### config.mk
export PLATFORM = sky130hd
export DESIGN_NAME = sleep_wakeup_control
export DESIGN_NICKNAME = d
export VERILOG_FILES = /design/src/pkg/sleep_wakeup_pkg.sv /design/src/sleep_wakeup_control.sv
export VERILOG_INCLUDE_DIRS = /design/src /design/src/pkg
export SDC_FILE = /design/constraint.sdc
export NUM_CORES = 1
export LEC_CHECK = 0
export ABC_CLOCK_PERIOD_IN_PS = 1900
export BUFFER_PORTS_ARGS = -buffer_cell sky130_fd_sc_hd__buf_2
export CAP_MARGIN = 40
export CORE_ASPECT_RATIO = 1.4
export CORE_MARGIN = 2
export CORE_UTILIZATION = 37
export CTS_BUF_LIST = sky130_fd_sc_hd__clkbuf_4
export CTS_CLUSTER_DIAMETER = 200
export DETAILED_ROUTE_END_ITERATION = 8
export GPL_TIMING_DRIVEN = 0
export MAX_ROUTING_LAYER = met4
export PLACE_DENSITY_LB_ADDON = 0.15
export SLEW_MARGIN = 20
export SYNTH_ARGS = -nofsm -noshare
export SYNTH_HDL_FRONTEND = slang
export SYNTH_SLANG_ARGS = --single-unit
### constraint.sdc
create_clock -name sys_clk -period 1.9 [get_ports sys_clk]
set_clock_uncertainty 0.05 [all_clocks]
set_input_delay 0.285 -clock sys_clk [delete_from_list [all_inputs] [get_ports sys_clk]]
set_output_delay 0.285 -clock sys_clk [all_outputs]
set_load 0.03 [all_outputs]
### src/pkg/sleep_wakeup_defs.svh
`ifndef SLEEP_WAKEUP_DEFS_SVH
`define SLEEP_WAKEUP_DEFS_SVH
`define WAKE_VECTOR_ADDR   13'h0004
`define WAKE_DUMMY_CYCLES  2
`define OST_OSC_PERIODS    1024
`define PD_RESET_VALUE     1'b1
`define TO_RESET_VALUE     1'b1
`endif

### src/pkg/sleep_wakeup_pkg.sv
package sleep_wakeup_pkg;
	typedef enum logic [4:0] {
		ST_RUN    = 5'b0_0001,
		ST_SLEEP  = 5'b0_0010,
		ST_OST    = 5'b0_0100,
		ST_RESUME = 5'b0_1000,
		ST_DUMMY  = 5'b1_0000
	} wake_state_t;
	typedef struct packed {
		logic ext_int;
		logic portb_change;
		logic comparator;
	} irq_vec_t;
	typedef struct packed {
		wake_state_t state;
		logic        powerdown_flag;
		logic        timeout_flag;
		logic        vector_pending;
		logic [11:0] count;
		logic        master_clear_pin_s1;
		logic        master_clear_pin_s2;
		logic        wdt_s1;
		logic        wdt_s2;
	} wake_regs_t;
endpackage

### src/sleep_wakeup_control.sv
`include "sleep_wakeup_defs.svh"
module sleep_wakeup_control
	import sleep_wakeup_pkg::*;
#(
	parameter int OST_CYCLES   = `OST_OSC_PERIODS,
	parameter int DUMMY_CYCLES = `WAKE_DUMMY_CYCLES
) (
	input  wire logic        sys_clk,
	input  wire logic        rstn,
	input  wire logic        master_clear_pin,
	input  wire logic        watchdog_wake,
	input  wire logic        watchdog_enable,
	input  wire irq_vec_t    irq_flags,
	input  wire irq_vec_t    irq_enables,
	input  wire logic        global_interrupt_enable,
	input  wire logic        crystal_osc_mode,
	input  wire logic        sleep_exec,
	input  wire logic        wdt_clear_exec,
	input  wire logic        por_event,
	output logic             device_reset,
	output logic             core_stall,
	output logic             osc_enable,
	output logic             watchdog_counter_clear,
	output logic             prefetch_next,
	output logic             exec_after_sleep,
	output logic             vector_fetch,
	output logic [12:0]      vector_addr,
	output logic             powerdown_flag,
	output logic             timeout_flag,
	output logic             asleep
);
	initial begin
		if (OST_CYCLES < 1 || OST_CYCLES > 4095 || DUMMY_CYCLES < 1 || DUMMY_CYCLES > 4095)
			$error("sleep_wakeup_control: unsupported count parameter");
	end

	wake_regs_t r;
	wake_regs_t next_r;
	logic       irq_wake;
	logic       wdt_wake;
	logic       master_clear_pin_low;

	function automatic logic any_enabled(input irq_vec_t f, input irq_vec_t e);
		any_enabled = |(f & e);
	endfunction

	assign irq_wake = any_enabled(irq_flags, irq_enables);
	assign wdt_wake = r.wdt_s2 && watchdog_enable;
	assign master_clear_pin_low = !r.master_clear_pin_s2;

	always_comb begin
		next_r                 = r;
		next_r.master_clear_pin_s1         = master_clear_pin;
		next_r.master_clear_pin_s2         = r.master_clear_pin_s1;
		next_r.wdt_s1          = watchdog_wake;
		next_r.wdt_s2          = r.wdt_s1;
		watchdog_counter_clear = 1'b0;
		case (r.state)
			ST_RUN: begin
				if (sleep_exec) begin
					// sleep completes even when a wake is already pending
					next_r.state          = ST_SLEEP;
					next_r.powerdown_flag = 1'b0;
					next_r.timeout_flag   = 1'b1;
					watchdog_counter_clear = 1'b1;
				end
			end
			ST_SLEEP: begin
				if (wdt_wake || irq_wake) begin
					watchdog_counter_clear = 1'b1;
					if (wdt_wake)
						next_r.timeout_flag = 1'b0;
					next_r.vector_pending = global_interrupt_enable && irq_wake;
					next_r.count          = 12'h0000;
					next_r.state          = crystal_osc_mode ? ST_OST : ST_RESUME;
				end
			end
			ST_OST: begin
				next_r.count = r.count + 12'h0001;
				if (r.count == 12'(OST_CYCLES - 1)) begin
					next_r.count = 12'h0000;
					next_r.state = ST_RESUME;
				end
			end
			ST_RESUME: begin
				// the prefetched instruction executes here
				next_r.state = r.vector_pending ? ST_DUMMY : ST_RUN;
			end
			ST_DUMMY: begin
				next_r.count = r.count + 12'h0001;
				if (r.count == 12'(DUMMY_CYCLES - 1)) begin
					next_r.count          = 12'h0000;
					next_r.vector_pending = 1'b0;
					next_r.state          = ST_RUN;
				end
			end
			default: next_r.state = ST_RUN;
		endcase
		// setting the flags wins over a clear in the same cycle
		if (wdt_clear_exec) begin
			next_r.timeout_flag   = 1'b1;
			next_r.powerdown_flag = 1'b1;
		end
		if (por_event) begin
			next_r.powerdown_flag = 1'b1;
			next_r.timeout_flag   = 1'b1;
		end
		if (master_clear_pin_low) begin
			// master clear restarts the core, asleep or not
			next_r.state          = ST_RUN;
			next_r.vector_pending = 1'b0;
			next_r.count          = 12'h0000;
			if (r.state != ST_RUN)
				watchdog_counter_clear = 1'b1;
		end
	end

	always_ff @(posedge sys_clk or negedge rstn) begin
		if (!rstn) begin
			r                <= '0;
			r.state          <= ST_RUN;
			r.powerdown_flag <= `PD_RESET_VALUE;
			r.timeout_flag   <= `TO_RESET_VALUE;
			r.master_clear_pin_s1        <= 1'b1;
			r.master_clear_pin_s2        <= 1'b1;
		end else begin
			r <= next_r;
		end
	end

	assign device_reset     = master_clear_pin_low;
	assign asleep           = (r.state == ST_SLEEP);
	assign osc_enable       = (r.state != ST_SLEEP);
	assign core_stall       = (r.state == ST_SLEEP) || (r.state == ST_OST) || (r.state == ST_DUMMY);
	assign prefetch_next    = (r.state == ST_RUN) && sleep_exec;
	assign exec_after_sleep = (r.state == ST_RESUME);
	assign vector_fetch     = (r.state == ST_DUMMY) && (r.count == 12'(DUMMY_CYCLES - 1));
	assign vector_addr      = `WAKE_VECTOR_ADDR;
	assign powerdown_flag   = r.powerdown_flag;
	assign timeout_flag     = r.timeout_flag;
endmodule

==> results of run 1 <==
[tightest hold or removal path: stages]
cell,delay [ns]
buf_2,0.07
nor2_1,0.04
nand3b_1,0.07
[how the worst max path moves through the flow]
stage,cells after the start,to,start
detailed placement,5,r[10],r[2]
CTS,6,vector_fetch,r[5]
finish,6,vector_fetch,r[5]
global route,6,vector_fetch,r[5]
global placement,6,r[8],r[4]
floorplan,3,watchdog_counter_clear,r[2]
[registers in the layout, summed over array words and instances (netlist names)]
register and flops:
timeout_flag 1, powerdown_flag 1, r 20, next_r 2
[power groups by stage]
stage          clock network [mW]  registers (mW)  logic [mW]
2_1_floorplan                   0           0.546       0.145
6_report                    0.378           0.541       0.246
5_1_grt                     0.402           0.543       0.267
3_5_place_dp                    0           0.545       0.203
4_1_cts                     0.385           0.540       0.221
3_3_place_gp                    0           0.544       0.200
[cell type report]
type / instances / share of cell area (%)
multi-input combinational: 125 / 41.9
sequential: 24 / 30.8
timing repair buffer: 42 / 14.2
buffer: 15 / 5.86
tap: 42 / 2.65
inverter: 9 / 1.89
clock inverter: 1 / 1.51
clock buffer: 3 / 1.13
[logic make-up (layout without fill, tap and decap cells)]
| kind of cell | after synthesis | after routing | synth area share, % |
|---|---|---|---|
| AND/OR/NAND/NOR | 67 | 67 | 24.7 |
| AO/OA/AOI/OAI | 42 | 42 | 19.8 |
| flip-flops | 24 | 24 | 42.5 |
| buffers and inverters | 24 | 70 | 9.99 |
| adder cells (fa/ha/maj) | 2 | 2 | 1.75 |
| other | 2 | 13 | 0.526 |
| multiplexers | 1 | 1 | 0.701 |
[cell usage after synthesis, drive strengths merged (3+ instances only)]
master	count	area, um2
dfrtp	19	475
nand2	16	60.1
o21ai	16	80.1
buf	14	105
nor2	13	48.8
a21oi	12	63.8
inv	9	33.8
nand3	7	35.0
dfstp	5	131
or3	5	31.3
nand4	4	25.0
nor3	4	20.0
o21a	4	31.3
o31ai	4	43.8
nand3b	3	22.5
[layout by cell type, fill, tap and decap left out, types with 5 or more instances in the layout]
master	Yosys	layout
nand2_1	16	16
a21oi_1	11	11
buf_2	0	21
or3_1	5	5
nor2_1	13	8
o21ai_0	13	12
inv_1	9	8
dfrtp_1	19	15
dfstp_2	5	5
nand3_1	7	6
buf_4	14	29
conb_1	2	13
[repair_timing]
item,in CTS,in global routing
gates resized for setup,21,18
hold buffers,3,0
endpoints found under the setup margin,21,20
pin swaps,6,3
hold endpoints to repair,21,0
gates cloned,0,0
buffers inserted,6,8
[metal layers]
metal,up-vias,share of wire (%)
li1,667,-
met1,627,40
met2,35,55
met3,4,3.8
met4,0,1.4
met5,-,0
==> impl_metrics.ini, run 1 <==
[timing]
slew_violations = 0
rsz0062_at_grt = yes
setup_viol = 10
hold_violations = 0
period_share_pct = 105
final.setup.worst_slack_ns = -0.0996
tns_ns = -0.490
fin_hold_ws_ns = 0.123
fmax_mhz = 500
finalCriticalPeriod_ns = 2.00
worst_pin_slew_ns = 0.553
relSlewSlack_pct = 63.1

[cells_and_area]
postLayoutCoreUtil_pct = 54.0
final_nets = 238
drive_gt1_share_pct = 41.6
fillers = 352
final_cell_area_um2 = 1980
final_cell_count_no_fill = 261
seqCellArea_um2 = 612
area_delta_synth_final_pct = 39.0
multiInputGateArea_um2 = 832
n_antenna_cell = 0

[die]
initial_core_util_pct = 38.8
pin_count = 39
die_x_um = 56.5
row_count = 26
die-area_um2 = 4380
core_area_um2 = 3680
fp.dieH_um = 77.5

[setup_path]
path_cells = inv_1, ha_1, nor4b_4, and3_4, nor2b_4, buf_6
cp_data_arrival_time_ns = 1.66
slowest_stage = dfrtp_1
required_ns = 1.56
worstSetupPathType = flip-flop to output port
cp_num_buf_inv = 2
slowest_delay_ns = 0.44
reg2regPathDepth = 7
reg2reg_slack_ns = -0.05
cp_max_fo = 4
cpLargestDelayFamily = simple AND/OR/NAND/NOR gates
rr_endpoint = r[6]
start_kind = flip-flop
r2r-start = r[5]
end_kind = output port

[cts]
clk-insertion-delay-late_ns = 0.32
tritoncts = done
cts_max_path_buffers = 2
clk_pin_slew_ns = 0.14
cts_htree_levels = 1
cts_root_buf = clkbuf_4
clock_sinks = 24
cts_buffers = 3

[global_route]
grt_pass1_wl_mm = 6.04
grt_max_degree = 25
use_met2_pct = 31.7
grt_use_met3_pct = 1.67
grt_busiest_layer = met2
grtUsageTotal_pct = 17.5
antenna_found_initial = 0
grt_pass1_vias = 1357
grt-ovfl-total = 0
grt_use_met1_pct = 20.1

[routing]
via_count = 1333
ant_nets = 0
drc_errors = 0
dr.first_iter.drc_count = 27
vias_per_cell = 5.11
wirelength_mm = 3.56
routedWlPerCell_um = 13.6
drt_pass1_iterations = 4

[worst_hold_path]
hold-path-endpoint = timeout_flag
hp-start = por_event
worstHoldPathType = input pin to flip-flop
holdPathStages = 3

[synth]
avgSynthCellArea_um2 = 8.81
synth.distinct_cells = 40
synth-seq-cells = 24
postSynthCellCount = 162
synthFlopType = dfrtp_1
synth_edf_count = 0
synth.cell_area_um2 = 1430
async_flop_share_pct = 100
ys_warn_count = 0
yosysSeqAreaShare_pct = 42.5

[pwr]
p_clk_share_pct = 32.4
p_int_mw = 0.841
p_sw_share_pct = 27.8
p_leak_nw = 0.891
ir_drop_mv = 0.455
p_seq_share_pct = 46.5
p_sw_mw = 0.323
p_total_mw = 1.16
pwr-share-comb_pct = 21.1
power.density_nw_per_um2 = 587

[place]
gp_congestion = 0.807
port_buffers = 25
post-dp-hpwl_mm = 2.54
place_area_um2 = 1650
dp_slack_ns = -0.160
place_inst = 240

[run]
cap_viol_max_count = 0

[status]
violations = setup timing
status = finished, violations left
Power figures use the tool's default switching activity.
==> run 2, diff against run 1 <==
--- a/config.mk
+++ b/config.mk
@@ -17,7 +17,7 @@
 export DETAILED_ROUTE_END_ITERATION = 8
 export GPL_TIMING_DRIVEN = 0
 export MAX_ROUTING_LAYER = met4
-export PLACE_DENSITY_LB_ADDON = 0.15
+export PLACE_DENSITY = 0.64
 export SLEW_MARGIN = 20
 export SYNTH_ARGS = -nofsm -noshare
 export SYNTH_HDL_FRONTEND = slang
==> impl_metrics.ini, run 2 (synthesized netlist as in run 1, its figures left out) <==
[cells_and_area]
final_nets = 238
fillers = 354
seqCellArea_um2 = 613
layout_common_cells = 28 x buf_4, 23 x buf_2, 16 x nand2_1
multiInputGateArea_um2 = 860
area_delta_synth_final_pct = 38.3
largest_register = r
largest_reg_flops = 20
n_antenna_cell = 0
final_cell_area_um2 = 1970
postLayoutCoreUtil_pct = 53.7
final_common_cell = buf_4
drive_gt1_share_pct = 42.9

[setup_path]
cpLargestDelayFamily = flip-flops
worstSetupPathType = flip-flop to output port
start_kind = flip-flop
required_ns = 1.56
cp_data_arrival_time_ns = 1.65
path_cells = buf_4, inv_1, a221o_1, buf_2
slowest_delay_ns = 0.58
cp_num_buf_inv = 3
end_kind = output port
cp_max_fo = 10
slowest_stage = dfstp_2

[global_route]
antenna_found_initial = 0
grt_pass1_vias = 1334
grtUsageTotal_pct = 17.3
grt_pass1_wl_mm = 6.03
grt_max_degree = 25
grt-ovfl-total = 0

[routing]
vias_per_cell = 5.11
ant_nets = 0
dr.first_iter.drc_count = 32
drt_pass1_iterations = 4
wl_met3_um = 124
via_count = 1333
highest_layer = met4
routedWlPerCell_um = 13.5
met1_length_mm = 1.43
wl_met2_mm = 1.93
drc_errors = 0
wirelength_mm = 3.52

[timing]
setup_viol = 8
fin_hold_ws_ns = 0.115
period_share_pct = 105
final.setup.worst_slack_ns = -0.0897
hold_violations = 0
relSlewSlack_pct = 64.1
slew_violations = 0
fmax_mhz = 503
rsz0062_at_grt = yes
finalCriticalPeriod_ns = 1.99
worst_pin_slew_ns = 0.538

[die]
row_count = 26
pin_count = 39
fp.dieH_um = 77.5
die_x_um = 56.5
initial_core_util_pct = 38.8
core_area_um2 = 3680
die-area_um2 = 4380

[cts]
cts_max_path_buffers = 2
tritoncts = done
cts_buffers = 3
cts_htree_levels = 1
cts_root_buf = clkbuf_4
clk-insertion-delay-late_ns = 0.32
clock_sinks = 24
clk_pin_slew_ns = 0.14

[place]
post-dp-hpwl_mm = 2.41
place_area_um2 = 1650
gp_congestion = 0.826
port_buffers = 25

[pwr]
power.density_nw_per_um2 = 509
ir_drop_mv = 0.295
p_leak_nw = 0.872
p_total_mw = 1.00

[run]
cap_viol_max_count = 0

[worst_hold_path]
worstHoldPathType = input pin to flip-flop

[status]
violations = setup timing
status = finished, violations left
## run 2: worst min-delay path, cell delays in order
cell and delay [ns]:
buf_2 0.07, nor2_1 0.04, nand3b_1 0.07
## run 2: final timing paths
path,startpoint,end,slack [ns],cells past startpoint
worst max-delay path,r[2],watchdog_counter_clear,-0.09,4
worst min-delay path,por_event,timeout_flag,0.11,3
worst max register to register,r[14],r[7],-0.03,5
worst min register to register,next_r[2],r[2],0.32,0
max in group asynchronous,rstn,r[22],1.00,2
min in group asynchronous,rstn,r[13],0.41,2
## run 2: layer usage
metal / vias up / global-route usage, %
met4: 0 / 5.48
met2: 31 / 30.3
li1: 666 / -
met5: - / -
met3: 4 / 1.50
met1: 632 / 20.8
## run 2: layout make-up
| cell class | instances | area share [%] |
|---|---|---|
| multi-input cells | 125 | 43.5 |
| flip-flops and latches | 24 | 31.1 |
| repair buffers | 42 | 14.0 |
| plain buffers | 15 | 5.70 |
| well taps | 42 | 2.66 |
| inverters | 9 | 1.71 |
| clock buffers | 3 | 1.14 |
| clock inverters | 1 | 0.190 |
## run 2: repair_timing
item                                    4_1_cts  5_1_grt
endpoints found under the setup margin       19       19
buffers inserted                             12        2
endpoints found under the hold margin        21        0
pin swaps                                     8        2
gates resized for setup                      22       20
hold buffers                                  3        0
## run 2: stage by stage
stage	TNS [ns]	setup WS, ns	cells
after floorplan	0	0.0141	173
after global placement	-0.873	-0.143	240
after detailed placement	-0.906	-0.139	240
after CTS	-0.221	-0.127	259
after global routing	-1.12	-0.171	261
final	-0.260	-0.0897	261
## run 2: power breakdown
part / internal [mW] / switching (mW) / total (mW)
Sequential: 0.528 / 0.0124 / 0.540
Combinational: 0.0885 / 0.142 / 0.230
Clock: 0.0770 / 0.158 / 0.235
Total: 0.693 / 0.312 / 1.00
==> run 3, diff against run 2 <==
--- a/config.mk
+++ b/config.mk
@@ -18,6 +18,7 @@
 export GPL_TIMING_DRIVEN = 0
 export MAX_ROUTING_LAYER = met4
 export PLACE_DENSITY = 0.64
+export RECOVER_POWER = 25
 export SLEW_MARGIN = 20
 export SYNTH_ARGS = -nofsm -noshare
 export SYNTH_HDL_FRONTEND = slang
==> impl_metrics.ini, run 3 (synthesized netlist as in run 1, its figures left out) <==
[status]
status = finished, violations left
violations = setup timing

[timing]
setup_viol = 8
hold_violations = 0
worst_pin_slew_ns = 1.29
finalCriticalPeriod_ns = 1.99
slew_violations = 0
fmax_mhz = 503
final.setup.worst_slack_ns = -0.0897
relSlewSlack_pct = 14.0
period_share_pct = 105
rsz0062_at_grt = yes
fin_hold_ws_ns = 0.115

[setup_path]
end_kind = output port
cp_data_arrival_time_ns = 1.65
slowest_delay_ns = 0.58
rr_endpoint = r[7]
cp_max_fo = 10
reg2regPathDepth = 5
slowest_stage = dfstp_2
start_kind = flip-flop
required_ns = 1.56
reg2reg_slack_ns = -0.03
worstSetupPathType = flip-flop to output port
path_cells = buf_4, inv_1, a221o_1, buf_2
r2r-start = r[14]

[place]
gp_congestion = 0.826
port_buffers = 25
post-dp-hpwl_mm = 2.41
place_inst = 240

[global_route]
grt_pass1_wl_mm = 6.03
grt_pass1_vias = 1334
grt-ovfl-total = 0
antenna_found_initial = 0
grtUsageTotal_pct = 17.3
grt_max_degree = 25

[cts]
tritoncts = done
cts_htree_levels = 1
cts_buffers = 3
clock_sinks = 24
cts_max_path_buffers = 2
clk_pin_slew_ns = 0.14
cts_root_buf = clkbuf_4
clk-insertion-delay-late_ns = 0.32

[pwr]
p_total_mw = 1.00
p_leak_nw = 0.869
ir_drop_mv = 0.295
power.density_nw_per_um2 = 509

[cells_and_area]
final_common_cell = buf_4
final_nets = 238
layout_common_cells = 28 x buf_4, 22 x buf_2, 16 x nand2_1
largest_register = r
drive_gt1_share_pct = 42.5
largest_reg_flops = 20
final_cell_count_no_fill = 261
n_antenna_cell = 0
area_delta_synth_final_pct = 38.2
postLayoutCoreUtil_pct = 53.7

[die]
die-area_um2 = 4380
row_count = 26
initial_core_util_pct = 38.8
fp.dieH_um = 77.5
core_area_um2 = 3680
pin_count = 39
die_x_um = 56.5

[routing]
dr.first_iter.drc_count = 32
ant_nets = 0
via_count = 1343
routedWlPerCell_um = 13.5
drc_errors = 0
drt_pass1_iterations = 4
vias_per_cell = 5.15
wirelength_mm = 3.51

[worst_hold_path]
hold-path-endpoint = timeout_flag
worstHoldPathType = input pin to flip-flop
hp-start = por_event
holdPathStages = 3

[run]
cap_viol_max_count = 0
run 3: worst max-delay path by stage:
stage,from,endpoint,slack [ns],cells after the start
after global routing,r[5],vector_fetch,-0.17,6
after global placement,r[4],r[8],-0.14,6
after detailed placement,r[4],r[7],-0.14,6
after CTS,r[23],watchdog_counter_clear,-0.13,4
final,r[2],watchdog_counter_clear,-0.09,4
after floorplan,r[2],watchdog_counter_clear,0.01,3
run 3: routing by layer:
layer	global-route usage [%]	routed length [um]
met4	5.48	36
met5	-	0
met1	20.8	1420
met3	1.50	130
met2	30.3	1930
run 3: layout make-up:
class                   count  area [um2]
multi-input cells         125         860
well taps                  42        52.6
plain buffers              15         113
inverters                   9        33.8
clock buffers               3        22.5
flip-flops and latches     24         613
clock inverters             1        3.75
repair buffers             42         275
fillers                   353        1700
run 3: timing repair:
item | 4_1_cts | 5_1_grt
buffers inserted | 12 | 2
endpoints found under the setup margin | 19 | 19
endpoints found under the hold margin | 21 | 0
pin swaps | 8 | 2
gates resized for setup | 22 | 20
hold buffers | 3 | 0
run 3: report_power, final:
group,internal [mW],switching (mW)
Sequential,0.528,0.0124
Clock,0.0770,0.158
Combinational,0.0882,0.142
Total,0.693,0.312
run 3: through the flow:
stage / area (um2) / TNS (ns) / setup WS [ns]
after floorplan: 1470 / 0 / 0.0141
after global placement: 1650 / -0.873 / -0.143
after detailed placement: 1650 / -0.906 / -0.139
after CTS: 1890 / -0.221 / -0.127
after global routing: 1970 / -1.81 / -0.171
final: 1970 / -0.266 / -0.0897
run 3: worst max-delay path: cells and delay by family, from the launching register on:
| family | cells | cell delay (ns) |
|---|---|---|
| compound gates | 1 | 0.31 |
| flops | 1 | 0.58 |
| buf+inv | 3 | 0.44 |
